### src/common/alc_pkg.sv
`default_nettype none
package alc_pkg;

  // ---------------------------------------------------------------
  // Register byte offsets.
  // ---------------------------------------------------------------
  localparam logic [11:0] ALC_OFF_CTRL = 12'h460;
  localparam logic [11:0] ALC_OFF_STATUS = 12'h464;
  localparam logic [11:0] ALC_OFF_SLV = 12'h468;
  localparam logic [11:0] ALC_OFF_CAD = 12'h46c;
  localparam logic [11:0] ALC_OFF_CDA = 12'h470;
  localparam logic [11:0] ALC_OFF_ISV = 12'h474;
  localparam logic [11:0] ALC_OFF_SAD = 12'h478;
  localparam logic [11:0] ALC_OFF_SDA = 12'h47c;

  // ---------------------------------------------------------------
  // Field positions and widths.
  // ---------------------------------------------------------------
  localparam int ALC_CTRL_CODEC_RESET_RELEASE = 0;
  localparam int ALC_CTRL_SYNC_GEN_ENABLE = 1;
  localparam int ALC_CTRL_FRAME_VALID_TAG = 2;
  localparam int ALC_CTRL_DCV = 3;
  localparam int ALC_CTRL_CRW = 4;
  localparam int ALC_CTRL_SYNC_OVERRIDE = 5;
  localparam int ALC_CTRL_TC = 6;
  localparam int ALC_CTRL_W = 7;
  localparam int ALC_SLV_W = 10;
  localparam int ALC_IDX_W = 7;
  localparam int ALC_DATA_W = 16;
  localparam int ALC_PIN_W = 3;

  // ---------------------------------------------------------------
  // Reset values.
  // ---------------------------------------------------------------
  localparam logic [6:0] ALC_CTRL_RST = 7'h00;
  localparam logic [9:0] ALC_SLV_RST = 10'h000;
  localparam logic [6:0] ALC_IDX_RST = 7'h00;
  localparam logic [15:0] ALC_DATA_RST = 16'h0000;

  // ---------------------------------------------------------------
  // Frame timing in bit-clock periods.
  // ---------------------------------------------------------------
  localparam logic [7:0] ALC_BIT_IDLE = 8'hff;
  localparam logic [7:0] ALC_SYNC_LEN = 8'h10;
  localparam logic [7:0] ALC_TAG_LAST = 8'h0f;
  localparam logic [7:0] ALC_SLOT1_FIRST = 8'h10;
  localparam logic [7:0] ALC_SLOT1_LAST = 8'h23;
  localparam logic [7:0] ALC_SLOT2_FIRST = 8'h24;
  localparam logic [7:0] ALC_SLOT2_LAST = 8'h37;
  localparam logic [7:0] ALC_CMD_DONE = 8'h38;

  // Link state.
  typedef enum logic {
    ALC_LINK_DOWN = 1'b0,
    ALC_LINK_UP = 1'b1
  } alc_link_t;

endpackage
`default_nettype wire

### src/common/alc_sync_if.sv
`timescale 1ns/1ps
`default_nettype none
// Carries raw pin levels into the synchroniser and clean levels back.
interface alc_sync_if;
  logic [alc_pkg::ALC_PIN_W-1:0] asyncIn;
  logic [alc_pkg::ALC_PIN_W-1:0] syncOut;
  modport sync (input asyncIn, output syncOut);
  modport user (output asyncIn, input syncOut);
endinterface
`default_nettype wire

### src/hdl/alc_link_ctrl.sv
// The implementer's own choice: the Wishbone register port.
`timescale 1ns/1ps
`default_nettype none
module alc_link_ctrl (
  // Clock, enable and reset.
  input wire logic core_clk,
  input wire logic ce,
  input wire logic reset_n,
  // Wishbone slave.
  input wire logic wb_cyc_i,
  input wire logic wb_stb_i,
  input wire logic wb_we_i,
  input wire logic [11:0] wb_adr_i,
  input wire logic [3:0] wb_sel_i,
  input wire logic [31:0] wb_dat_i,
  output logic [31:0] wb_dat_o,
  output logic wb_ack_o,
  // Link pins.
  input wire logic bitClkIn,
  input wire logic serialInPin,
  input wire logic secondarySerialIn,
  output logic codecResetNOut,
  output logic frameSyncOut,
  output logic serialOutPin
);

  // ---------------------------------------------------------------
  // Pin synchronisers.
  // ---------------------------------------------------------------

  alc_sync_if pinSync ();
  assign pinSync.asyncIn = {bitClkIn, serialInPin, secondarySerialIn};

  alc_sync2 pinSyncU (
    .core_clk(core_clk),
    .ce(ce),
    .reset_n(reset_n),
    .port(pinSync.sync)
  );

  // Clean pin levels.
  logic bitClkS;
  logic serialInS;
  logic serialIn2S;
  assign bitClkS = pinSync.syncOut[2];
  assign serialInS = pinSync.syncOut[1];
  assign serialIn2S = pinSync.syncOut[0];

  // ---------------------------------------------------------------
  // Wishbone slave.
  // ---------------------------------------------------------------

  logic ack_r, ack_nxt;
  logic [31:0] rdData_r, rdData_nxt;
  logic [31:0] regWord;
  logic [31:0] wrWord;
  logic [11:0] wordAdr;
  logic wbReq;
  logic wrDo;
  logic rdDo;

  // Register state, declared here because the read mux needs it.
  logic [6:0] ctrl_r, ctrl_nxt;
  logic [9:0] slv_r, slv_nxt;
  logic [6:0] cad_r, cad_nxt;
  logic [15:0] cda_r, cda_nxt;
  logic [9:0] isv_r, isv_nxt;
  logic [6:0] sad_r, sad_nxt;
  logic [15:0] sda_r, sda_nxt;
  logic codec_ready_flag_r, codec_ready_flag_nxt;
  logic status_capture_valid_r, status_capture_valid_nxt;
  logic wake_r, wake_nxt;

  // Merges written bytes over the current word under the byte selects.
  function automatic logic [31:0] wrMerge(input logic [31:0] old,
    input logic [31:0] dat, input logic [3:0] sel);
    logic [31:0] m;
    m = {{8{sel[3]}}, {8{sel[2]}}, {8{sel[1]}}, {8{sel[0]}}};
    return (old & ~m) | (dat & m);
  endfunction

  assign wordAdr = {wb_adr_i[11:2], 2'b00};
  assign wbReq = wb_cyc_i & wb_stb_i;
  // Writes and read side effects land on the edge that sees ack.
  assign wrDo = ce & wbReq & wb_we_i & ack_r;
  assign rdDo = ce & wbReq & ~wb_we_i & ack_r;
  assign wrWord = wrMerge(regWord, wb_dat_i, wb_sel_i);

  // Read mux; unmapped addresses read as zero and still answer.
  always_comb
  begin
    case (wordAdr)
      alc_pkg::ALC_OFF_CTRL: regWord = {25'h0, ctrl_r};
      alc_pkg::ALC_OFF_STATUS: regWord = {29'h0, wake_r, status_capture_valid_r, codec_ready_flag_r};
      alc_pkg::ALC_OFF_SLV: regWord = {22'h0, slv_r};
      alc_pkg::ALC_OFF_CAD: regWord = {25'h0, cad_r};
      alc_pkg::ALC_OFF_CDA: regWord = {16'h0, cda_r};
      alc_pkg::ALC_OFF_ISV: regWord = {22'h0, isv_r};
      alc_pkg::ALC_OFF_SAD: regWord = {25'h0, sad_r};
      alc_pkg::ALC_OFF_SDA: regWord = {16'h0, sda_r};
      default: regWord = 32'h0;
    endcase
  end

  // Ack one cycle after the request, dropped the cycle after.
  always_comb
  begin
    ack_nxt = wbReq & ~ack_r;
    rdData_nxt = ack_nxt ? regWord : rdData_r;
  end

  always_ff @(posedge core_clk)
  begin
    if (!reset_n)
    begin
      ack_r <= 1'b0;
      rdData_r <= 32'h0;
    end
    else if (ce)
    begin
      ack_r <= ack_nxt;
      rdData_r <= rdData_nxt;
    end
  end

  assign wb_ack_o = ack_r;
  assign wb_dat_o = rdData_r;

  // ---------------------------------------------------------------
  // Link framing, command send and status capture.
  // ---------------------------------------------------------------

  alc_pkg::alc_link_t link_r, link_nxt;
  logic bclkPrev_r;
  logic [7:0] bitIdx_r, bitIdx_nxt;
  logic [7:0] idxInc;
  logic cmdFrame_r, cmdFrame_nxt;
  logic syncGen_r, syncGen_nxt;
  logic syncOut_r, syncOut_nxt;
  logic serOut_r, serOut_nxt;
  logic [19:0] inShift_r, inShift_nxt;
  logic [19:0] newShift;
  logic [6:0] addrTmp_r, addrTmp_nxt;
  logic slot2Tag_r, slot2Tag_nxt;
  logic ovrPrev_r;
  logic [1:0] dinPrev_r;
  logic bclkRise;
  logic bclkFall;
  logic wakeClr;
  logic outBit;
  logic [4:0] pos;
  logic [15:0] tagWord;
  logic [19:0] slot1Word;
  logic [19:0] slot2Word;
  // Static slot bits in tag order, slot 3 first.
  logic [9:0] slvRev;
  // Received input slot bits in register order, slot 3 in bit 0.
  logic [9:0] isvIn;

  assign bclkRise = bitClkS & ~bclkPrev_r;
  assign bclkFall = ~bitClkS & bclkPrev_r;
  assign idxInc = bitIdx_r + 8'h01;
  assign newShift = {inShift_r[18:0], serialInS};
  // Warm reset ends when the override bit drops.
  assign wakeClr = ovrPrev_r & ~ctrl_r[alc_pkg::ALC_CTRL_SYNC_OVERRIDE];

  // Outgoing tag and command slots; audio slots stay zero.
  assign tagWord = {ctrl_r[alc_pkg::ALC_CTRL_FRAME_VALID_TAG],
    cmdFrame_r, cmdFrame_r,
    slvRev, 3'b000};
  assign slot1Word = {ctrl_r[alc_pkg::ALC_CTRL_CRW], cad_r, 12'h000};
  assign slot2Word = {cda_r, 4'h0};

  // Tag bit 12 carries slot 3 but the registers keep slot 3 in bit 0,
  // so both directions flip the bit order here.
  always_comb
  begin
    for (int i = 0; i < alc_pkg::ALC_SLV_W; i++)
    begin
      slvRev[i] = slv_r[alc_pkg::ALC_SLV_W - 1 - i];
      isvIn[i] = newShift[12 - i];
    end
  end

  // Picks the bit for the next link position, msb first.
  always_comb
  begin
    outBit = 1'b0;
    pos = 5'h00;
    if (idxInc < alc_pkg::ALC_SYNC_LEN)
    begin
      outBit = tagWord[4'hf - idxInc[3:0]];
    end
    else if (idxInc <= alc_pkg::ALC_SLOT1_LAST)
    begin
      pos = 5'(idxInc - alc_pkg::ALC_SLOT1_FIRST);
      outBit = cmdFrame_r & slot1Word[5'h13 - pos];
    end
    else if (idxInc <= alc_pkg::ALC_SLOT2_LAST)
    begin
      pos = 5'(idxInc - alc_pkg::ALC_SLOT2_FIRST);
      outBit = cmdFrame_r & slot2Word[5'h13 - pos];
    end
  end

  // Next values of every register and link flop except bclkPrev_r, ovrPrev_r and dinPrev_r.
  always_comb
  begin
    ctrl_nxt = ctrl_r;
    slv_nxt = slv_r;
    cad_nxt = cad_r;
    cda_nxt = cda_r;
    isv_nxt = isv_r;
    sad_nxt = sad_r;
    sda_nxt = sda_r;
    codec_ready_flag_nxt = codec_ready_flag_r;
    status_capture_valid_nxt = status_capture_valid_r;
    wake_nxt = wake_r;
    link_nxt = link_r;
    bitIdx_nxt = bitIdx_r;
    cmdFrame_nxt = cmdFrame_r;
    syncGen_nxt = syncGen_r;
    serOut_nxt = serOut_r;
    inShift_nxt = inShift_r;
    addrTmp_nxt = addrTmp_r;
    slot2Tag_nxt = slot2Tag_r;
    case (link_r)
      alc_pkg::ALC_LINK_DOWN:
      begin
        // Framing starts one bit before position zero.
        bitIdx_nxt = alc_pkg::ALC_BIT_IDLE;
        cmdFrame_nxt = 1'b0;
        syncGen_nxt = 1'b0;
        serOut_nxt = 1'b0;
        if (ctrl_r[alc_pkg::ALC_CTRL_SYNC_GEN_ENABLE])
          link_nxt = alc_pkg::ALC_LINK_UP;
        // A codec lifting either data line asks for wake-up.
        if ((serialInS & ~dinPrev_r[1]) | (serialIn2S & ~dinPrev_r[0]))
          wake_nxt = 1'b1;
      end
      alc_pkg::ALC_LINK_UP:
      begin
        if (!ctrl_r[alc_pkg::ALC_CTRL_SYNC_GEN_ENABLE])
          link_nxt = alc_pkg::ALC_LINK_DOWN;
        // Drive side: advance on each rising bit clock.
        if (bclkRise)
        begin
          bitIdx_nxt = idxInc;
          syncGen_nxt = idxInc < alc_pkg::ALC_SYNC_LEN;
          serOut_nxt = outBit;
          if (idxInc == 8'h00)
            cmdFrame_nxt = ctrl_r[alc_pkg::ALC_CTRL_DCV];
          if (idxInc == alc_pkg::ALC_CMD_DONE && cmdFrame_r)
          begin
            cmdFrame_nxt = 1'b0;
            ctrl_nxt[alc_pkg::ALC_CTRL_DCV] = 1'b0;
            ctrl_nxt[alc_pkg::ALC_CTRL_TC] = 1'b0;
          end
        end
        // Receive side: sample on each falling bit clock.
        if (bclkFall)
        begin
          inShift_nxt = newShift;
          if (bitIdx_r == alc_pkg::ALC_TAG_LAST)
          begin
            codec_ready_flag_nxt = newShift[15];
            slot2Tag_nxt = newShift[13];
            isv_nxt = isvIn;
          end
          if (bitIdx_r == alc_pkg::ALC_SLOT1_LAST)
            addrTmp_nxt = newShift[18:12];
        end
      end
      default: link_nxt = alc_pkg::ALC_LINK_DOWN;
    endcase
    if (wakeClr)
      wake_nxt = 1'b0;
    if (link_r == alc_pkg::ALC_LINK_DOWN && ((serialInS & ~dinPrev_r[1])
      | (serialIn2S & ~dinPrev_r[0])))
      wake_nxt = 1'b1;
    // Reading status data frees the capture pair.
    if (rdDo && wordAdr == alc_pkg::ALC_OFF_SDA)
      status_capture_valid_nxt = 1'b0;
    // Capture needs valid already clear, so a read clear in the same cycle still blocks it.
    if (link_r == alc_pkg::ALC_LINK_UP && bclkFall && slot2Tag_r
      && bitIdx_r == alc_pkg::ALC_SLOT2_LAST && !status_capture_valid_r)
    begin
      status_capture_valid_nxt = 1'b1;
      sad_nxt = addrTmp_r;
      sda_nxt = newShift[19:4];
    end
    // A software write wins over the completion clear.
    if (wrDo)
    begin
      case (wordAdr)
        alc_pkg::ALC_OFF_CTRL: ctrl_nxt = wrWord[6:0];
        alc_pkg::ALC_OFF_SLV: slv_nxt = wrWord[9:0];
        alc_pkg::ALC_OFF_CAD: cad_nxt = wrWord[6:0];
        alc_pkg::ALC_OFF_CDA: cda_nxt = wrWord[15:0];
        default: ;
      endcase
    end
    syncOut_nxt = ctrl_r[alc_pkg::ALC_CTRL_SYNC_OVERRIDE] | syncGen_r;
  end

  always_ff @(posedge core_clk)
  begin
    if (!reset_n)
    begin
      ctrl_r <= alc_pkg::ALC_CTRL_RST;
      slv_r <= alc_pkg::ALC_SLV_RST;
      cad_r <= alc_pkg::ALC_IDX_RST;
      cda_r <= alc_pkg::ALC_DATA_RST;
      isv_r <= alc_pkg::ALC_SLV_RST;
      sad_r <= alc_pkg::ALC_IDX_RST;
      sda_r <= alc_pkg::ALC_DATA_RST;
      codec_ready_flag_r <= 1'b0;
      status_capture_valid_r <= 1'b0;
      wake_r <= 1'b0;
      link_r <= alc_pkg::ALC_LINK_DOWN;
      bitIdx_r <= alc_pkg::ALC_BIT_IDLE;
      cmdFrame_r <= 1'b0;
      syncGen_r <= 1'b0;
      syncOut_r <= 1'b0;
      serOut_r <= 1'b0;
      inShift_r <= 20'h0;
      addrTmp_r <= alc_pkg::ALC_IDX_RST;
      slot2Tag_r <= 1'b0;
      bclkPrev_r <= 1'b0;
      ovrPrev_r <= 1'b0;
      dinPrev_r <= 2'b00;
    end
    else if (ce)
    begin
      ctrl_r <= ctrl_nxt;
      slv_r <= slv_nxt;
      cad_r <= cad_nxt;
      cda_r <= cda_nxt;
      isv_r <= isv_nxt;
      sad_r <= sad_nxt;
      sda_r <= sda_nxt;
      codec_ready_flag_r <= codec_ready_flag_nxt;
      status_capture_valid_r <= status_capture_valid_nxt;
      wake_r <= wake_nxt;
      link_r <= link_nxt;
      bitIdx_r <= bitIdx_nxt;
      cmdFrame_r <= cmdFrame_nxt;
      syncGen_r <= syncGen_nxt;
      syncOut_r <= syncOut_nxt;
      serOut_r <= serOut_nxt;
      inShift_r <= inShift_nxt;
      addrTmp_r <= addrTmp_nxt;
      slot2Tag_r <= slot2Tag_nxt;
      bclkPrev_r <= bitClkS;
      ovrPrev_r <= ctrl_r[alc_pkg::ALC_CTRL_SYNC_OVERRIDE];
      dinPrev_r <= {serialInS, serialIn2S};
    end
  end

  // Pin drivers, all straight from flops.
  assign codecResetNOut = ctrl_r[alc_pkg::ALC_CTRL_CODEC_RESET_RELEASE];
  assign frameSyncOut = syncOut_r;
  assign serialOutPin = serOut_r;
endmodule
`default_nettype wire

### src/hdl/alc_sync2.sv
`timescale 1ns/1ps
`default_nettype none
module alc_sync2 (
  // Clock, enable and reset.
  input wire logic core_clk,
  input wire logic ce,
  input wire logic reset_n,
  // Pin levels in, clean levels out.
  alc_sync_if.sync port
);

  // ---------------------------------------------------------------
  // Two-stage synchroniser.
  // ---------------------------------------------------------------

  // First stage; only the second stage reads it.
  logic [alc_pkg::ALC_PIN_W-1:0] meta_r;
  // Second stage, the clean level.
  logic [alc_pkg::ALC_PIN_W-1:0] clean_r;

  // Both stages shift together while enabled.
  always_ff @(posedge core_clk)
  begin
    if (!reset_n)
    begin
      meta_r <= '0;
      clean_r <= '0;
    end
    else if (ce)
    begin
      meta_r <= port.asyncIn;
      clean_r <= meta_r;
    end
  end

  assign port.syncOut = clean_r;

endmodule
`default_nettype wire

### config.mk
export PLATFORM = sky130hd
export DESIGN_NAME = alc_link_ctrl
export DESIGN_NICKNAME = d
export VERILOG_FILES = /design/src/common/alc_pkg.sv /design/src/common/alc_sync_if.sv /design/src/hdl/alc_link_ctrl.sv /design/src/hdl/alc_sync2.sv
export SDC_FILE = /design/constraint.sdc
export NUM_CORES = 1
export LEC_CHECK = 0
export BUFFER_PORTS_ARGS = -buffer_cell sky130_fd_sc_hd__buf_2
export CORE_ASPECT_RATIO = 0.7
export CORE_UTILIZATION = 50
export CTS_CLUSTER_SIZE = 40
export DETAILED_ROUTE_END_ITERATION = 16
export PLACE_DENSITY_LB_ADDON = 0.15
export SETUP_SLACK_MARGIN = 0.15
export SYNTH_ARGS = -nofsm -noshare
export SYNTH_HDL_FRONTEND = slang
export SYNTH_SLANG_ARGS = --single-unit
### constraint.sdc
create_clock -name core_clk -period 5.1 [get_ports core_clk]
set_input_delay 0.255 -clock core_clk [delete_from_list [all_inputs] [get_ports core_clk]]
set_output_delay 0.255 -clock core_clk [all_outputs]
set_load 0.005 [all_outputs]
After elaboration in Yosys (flattened, before gate mapping)

Cells that the tools add are included.

Add/subtract/negate cells: 6
Order comparisons: 6
Equality and inequality tests: 15
Multiplexer cells: 35
Bitwise gates (word level): 28
Reductions and logical operators: 24

Operators with widths:

| kind                                                                             | count |
|---|---|
| 16-bit one-hot mux with 8 select lines                                           | 1 |
| 10-bit by 9-bit == test with 1-bit output, second input constant                 | 8 |
| 16-bit AND                                                                       | 2 |
| 8-bit by 6-bit == test with 1-bit output, second input constant                  | 3 |
| 1-bit two-way mux                                                                | 24 |
| 3-bit AND reduction                                                              | 7 |
| 8-bit by 6-bit less-or-equal comparator with 1-bit output, second input constant | 2 |
| 16-bit NOT                                                                       | 1 |
| 16-bit OR                                                                        | 1 |
| 8-bit one-hot mux with 2 select lines                                            | 1 |
| 1-bit AND                                                                        | 14 |
| 7-bit two-way mux                                                                | 2 |
| 5-bit by 6-bit less-than comparator with 1-bit output, second input constant     | 2 |
| 1-bit binary-select mux with 5-bit select                                        | 2 |
| 5-bit subtractor, first input constant                                           | 2 |
| 8-bit by 1-bit adder with 8-bit output, second input constant                    | 1 |
| 8-bit by 4-bit == test with 1-bit output, second input constant                  | 1 |
| 8-bit zero test                                                                  | 1 |
| 8-bit by 5-bit less-than comparator with 1-bit output, second input constant     | 1 |
| 8-bit two-way mux                                                                | 1 |
| 1-bit NOT                                                                        | 8 |
| 2-bit AND reduction                                                              | 4 |
| 4-bit AND reduction                                                              | 2 |
| 1-bit logical AND                                                                | 7 |
| 12 further kinds                                                                 | 16 |

Register bits: 159
Input port bits: 57
Output and inout port bits: 36

Longest topological paths before layout

Depth in word-level cells: 11
Mapped depth: 10
Mapped depth without buffers: 9

By module

From an unflattened synthesis, not the netlist that was laid out.

Cell total of the unflattened synthesis: 772
Area, all modules: 6891.6 um^2

Modules (own cells, without submodules):

| module        | times used | cells each | area an instance (um^2) |
|---|---|---|---|
| alc_link_ctrl | 1          | 753        | 6662.6 |
| alc_sync2     | 1          | 19         | 229.0 |

Least setup slack after synthesis

Ideal clock, no wire load.

Path kind: register -> register
From: register bitIdx_r[0]
To: register serOut_r (netlist: serialOutPin)
Arrival time: 2.564 ns
Path slack: 2.404 ns
Stages on the path, launching flop included: 10
Period minus slack after synthesis: 2.696 ns
Cell sequence: dfxtp_1 buf_2 buf_2 inv_1 ha_1 buf_1 mux4_2 mux4_2 a31oi_1 o41ai_1

Longest elaborated chain between the ends: 11

RTL lines:

| item                                        | line                 | RTL |
|---|---|---|
| start: declaration                          | alc_link_ctrl.sv:135 | `logic [7:0] bitIdx_r, bitIdx_nxt;` |
| start signal: assignment                    | alc_link_ctrl.sv:321 | `bitIdx_r <= alc_pkg::ALC_BIT_IDLE;` |
| start signal: assignment                    | alc_link_ctrl.sv:346 | `bitIdx_r <= bitIdx_nxt;` |
| 8-bit by 1-bit adder with 8-bit output *    | alc_link_ctrl.sv:162 | `assign idxInc = bitIdx_r + 8'h01;` |
| 5-bit by 3-bit subtractor with 5-bit output | alc_link_ctrl.sv:201 | `pos = 5'(idxInc - alc_pkg::ALC_SLOT2_FIRST);` |
| 5-bit subtractor                            | alc_link_ctrl.sv:202 | `outBit = cmdFrame_r & slot2Word[5'h13 - pos];` |
| 1-bit binary-select mux with 5-bit select   | alc_link_ctrl.sv:202 |  |
| 1-bit two-way mux (not written as such)     | alc_link_ctrl.sv:202 |  |
| 1-bit AND                                   | alc_link_ctrl.sv:202 |  |
| 1-bit two-way mux                           | alc_link_ctrl.sv:199 | `else if (idxInc <= alc_pkg::ALC_SLOT2_LAST)` |
| 1-bit two-way mux                           | alc_link_ctrl.sv:194 | `else if (idxInc <= alc_pkg::ALC_SLOT1_LAST)` |
| 1-bit two-way mux *                         | alc_link_ctrl.sv:190 | `if (idxInc < alc_pkg::ALC_SYNC_LEN)` |
| 1-bit two-way mux *                         | alc_link_ctrl.sv:246 | `if (bclkRise)` |
| 1-bit one-hot mux with 2 select lines *     | alc_link_ctrl.sv:227 | `case (link_r)` |
| end signal: assignment                      | alc_link_ctrl.sv:350 | `serOut_r <= serOut_nxt;` |
| end: declaration                            | alc_link_ctrl.sv:140 | `logic serOut_r, serOut_nxt;` |

Mark *: on every way between the ends. The rest lies on a longest branch, timed or not. The select of a mux whose other input is x is not followed.
A chain may end at the register's enable or synchronous reset.

Worst setup path in the final report

From: register bitIdx_r[0]
To: register addrTmp_r[0]

Longest elaborated chain between the ends: 2

RTL lines:

| item                                     | line                 | RTL |
|---|---|---|
| 8-bit by 6-bit == test with 1-bit output | alc_link_ctrl.sv:270 | `if (bitIdx_r == alc_pkg::ALC_SLOT1_LAST)` |
| 4-bit AND reduction (no line)            | n/a                  |  |
| end signal: assignment                   | alc_link_ctrl.sv:327 | `addrTmp_r <= alc_pkg::ALC_IDX_RST;` |
| end signal: assignment                   | alc_link_ctrl.sv:352 | `addrTmp_r <= addrTmp_nxt;` |
| end: declaration                         | alc_link_ctrl.sv:143 | `logic [6:0] addrTmp_r, addrTmp_nxt;` |

No other way between the ends.

==> summary.txt <==
STA
  • Final setup fails: 0
  • Fin Clk Skew: 7.47 ps
  • Slew HR: 0.295
  • Tmin final: 3400 ps
  • Period utilization: 0.666
  • Final number of max-transition violations: 0
  • Total Neg Setup Slack: 0 ps
  • F_max: 0.294 GHz
  • Fin. Hold Viols: 0
  • Slew @ Worst Pin: 1050 ps
  • RSZ-0062 raised after global routing: false
  • Final WS setup: 1700 ps

Global routing
  • Vias in the first global route: 5468
  • Wire length of the first global-routing pass: 30300 um
  • Grt ovf: 0
  • GRT Resource Usage Total: 0.279
  • Initial antenna violation count: 0
  • Largest net degree at the start of global routing: 60

CTS
  • Total number of H-tree levels: 4
  • # hold bufs at CTS: 0
  • Cts bufs inserted: 17
  • CTS tree: yes
  • CTS sink count: 143
  • Clk_lat worst skew: 420 ps
  • Resized cells post-CTS: 0
  • Clk root buf: clkbuf_16
  • Max clock buf depth: 2
  • Reg clk slew, reported paths: 70 ps
  • Setup repair bufs after CTS: 0

Worst setup path
  • Crit path max fanout: 21
  • Crit-path slowest cell: dfxtp_1
  • Crit path depth: 6
  • Req. time, crit path: 5390 ps
  • Reg2Reg Launch Point: bitIdx_r[0]
  • R2R Setup Slk: 1700 ps
  • R2r worst-path depth: 6
  • Crit-path leading delay family: simple AND/OR/NAND/NOR gates
  • Critical path arrival: 3690 ps
  • Max incr delay on CP: 970 ps
  • Startpoint types: flip-flop
  • Crit path kind: flip-flop to flip-flop
  • Endpoint of the worst register-to-register path: addrTmp_r[0]
  • Critical-path cell list: ha_1, nand2_1, or4_1, nor4_4, mux2i_1, nor2_1
  • Crit. End Element: flip-flop
  • Worst path bufs/invs: 0

Routing
  • TritonRoute pass-1 iters: 5
  • Via-to-Cell Ratio: 6.07
  • Wire per inst: 19.4 um
  • Via count: 6031
  • DRC violations left: 0
  • Routed Antenna Nets: 0
  • Wirelength, routed: 19300 um
  • Detailed Route Iter0 Violations: 528

Worst hold path
  • HP Start: secondarySerialIn
  • Worst hold path cell count: 3
  • Hold Path Sink: pinSyncU.meta_r[0]
  • Hold WC Path Type: primary input to flip-flop

Synthesis
  • Cell Area, Synth: 6990 um2
  • Fraction of registers with async set/reset: 0
  • Sequential share of the synthesized area: 0.409
  • Top post-synthesis cells by area: dfxtp_1 (41%), mux2i_1 (9.6%), nand2_1 (4.5%)
  • Post-synth EDFFs: 0
  • Synth unique cells: 75
  • Yosys top cell by area: dfxtp_1
  • Gate Count Post-Synth: 775
  • Syn Area/Cell: 9.02 um2
  • Number of synthesis warnings: 0
  • Post-synth top area share: 0.409
  • Main synth FF type: dfxtp_1
  • Register bit total from synthesis: 143

Pwr
  • LEAKAGE: 2.88 nW
  • Sequential fraction of design power: 0.442
  • PD cells: 325 nW/um2
  • Sw Pwr: 0.638 mW
  • Internal power: 1.91 mW
  • Worst IR drop on VDD: 0.215 mV
  • Clock share of power: 0.510
  • Part of the power in combinational logic: 0.047
  • Sw frac: 0.250

Cells and area
  • Layout net count: 859
  • P&R area growth vs syn: 12.1%
  • Share of cells above drive strength 1: 0.163
  • Ant. Diodes: 0
  • Fin util: 0.585
  • Fin cells: 994
  • Most common cell after layout, fill and taps aside: dfxtp_1
  • Commonest cells after routing, fill and taps aside: dfxtp_1 (143), nand2_1 (83), nor2_1 (80)

Outcome
  • Outcome: completed

Place
  • Pre-CTS WS: 1630 ps
  • Cells after DPL: 962
  • Number of port buffers: 56
  • Gpl congestion: 0.907
  • Dpl hpwl: 13700 um

Die
  • IO Count: 93
  • Starting Density: 0.522
  • Die Area: 14500 um2
  • Die Span Y: 101 um
  • Rows: 35
  • Die width: 143 um
  • CORE AREA: 13400 um2

Run
  • Max cap viols: 0
[cells in the mapped netlist (6+ instances only)]
cell      instances
dfxtp_1         143
nand2_1          83
nor2_1           80
mux2i_1          67
a21oi_1          56
clkbuf_1         33
o21ai_0          25
nand3_1          22
buf_4            18
a221oi_1         15
nor3_1           15
buf_2            13
and3_1           12
mux4_2           12
inv_1            11
nand2b_1         10
nor2b_1          10
and2_1            9
o32ai_1           8
xnor2_1           8
buf_1             6
ha_1              6
mux2_2            6
or3_1             6
[logic make-up (layout without fill, tap and decap cells)]
logic type | after synthesis | after routing | share of synthesized area
and+or+nand+nor | 281 | 281 | 0.205
AOI/OAI and AO/OA | 163 | 163 | 0.156
DFF | 143 | 143 | 0.409
buffers and inverters | 87 | 106 | 0.0631
muxes | 85 | 85 | 0.144
xor gates and xnor gates | 9 | 9 | 0.0113
adders and majority gates | 6 | 6 | 0.0107
other | 1 | 16 | 0.000536
[sequential cells by signal, summed over array words and instances (netlist names), 7 cells and up]
signal / flops
wb_dat_o: 16
inShift_r: 19
cda_r: 16
addrTmp_r: 7
bitIdx_r: 8
isv_r: 10
sad_r: 7
slv_r: 10
ctrl_r: 7
cad_r: 7
sda_r: 16
[per-layer routing]
layer / vias up / wire length (um) / global-route usage
met5: - / 0 / 0
met4: 0 / 272 / 0.0835
met3: 23 / 1820 / 0.0703
met2: 278 / 8160 / 0.401
met1: 2907 / 9020 / 0.407
li1: 2823 / - / -
[worst register-to-register path: stages (launching register included)]
cell,delay [ps]
dfxtp_1,970
ha_1,490
nand2_1,160
or4_1,570
nor4_4,740
mux2i_1,280
nor2_1,60
[how the worst max path moves through the flow]
stage / endpoint / startpoint
final: addrTmp_r[0] / bitIdx_r[0]
after floorplan: serialOutPin / bitIdx_r[0]
after detailed placement: cda_r[11] / wb_adr_i[9]
after global routing: addrTmp_r[5] / bitIdx_r[0]
after CTS: addrTmp_r[0] / bitIdx_r[0]
after global placement: addrTmp_r[2] / bitIdx_r[0]
[stage by stage]
step	area [um2]	hold WS (ps)	power, mW
6_report	7840	63.1	2.55
3_5_place_dp	7220	448	1.27
5_1_grt	7840	64.5	2.62
2_1_floorplan	7050	402	1.25
3_3_place_gp	7220	441	1.27
4_1_cts	7840	59.8	2.56
[power groups by stage]
stage	Combinational [mW]	Clock (mW)	Sequential (mW)
floorplan	0.0938	0	1.15
global placement	0.117	0	1.15
detailed placement	0.119	0	1.15
CTS	0.119	1.31	1.13
global route	0.133	1.36	1.13
finish	0.121	1.30	1.13
[area by class of cell]
| cell class | count | area (um2) |
|---|---|---|
| Inverter | 12 | 46.3 |
| Sequential cell | 143 | 2860 |
| Timing Repair Buffer | 62 | 325 |
| Clock buffer | 17 | 425 |
| Clock inverter | 15 | 198 |
| Tap cell | 185 | 231 |
| Multi-Input combinational cell | 560 | 3750 |
| Fill cell | 1169 | 5560 |
Note: power is estimated with default switching activity, not from simulation.
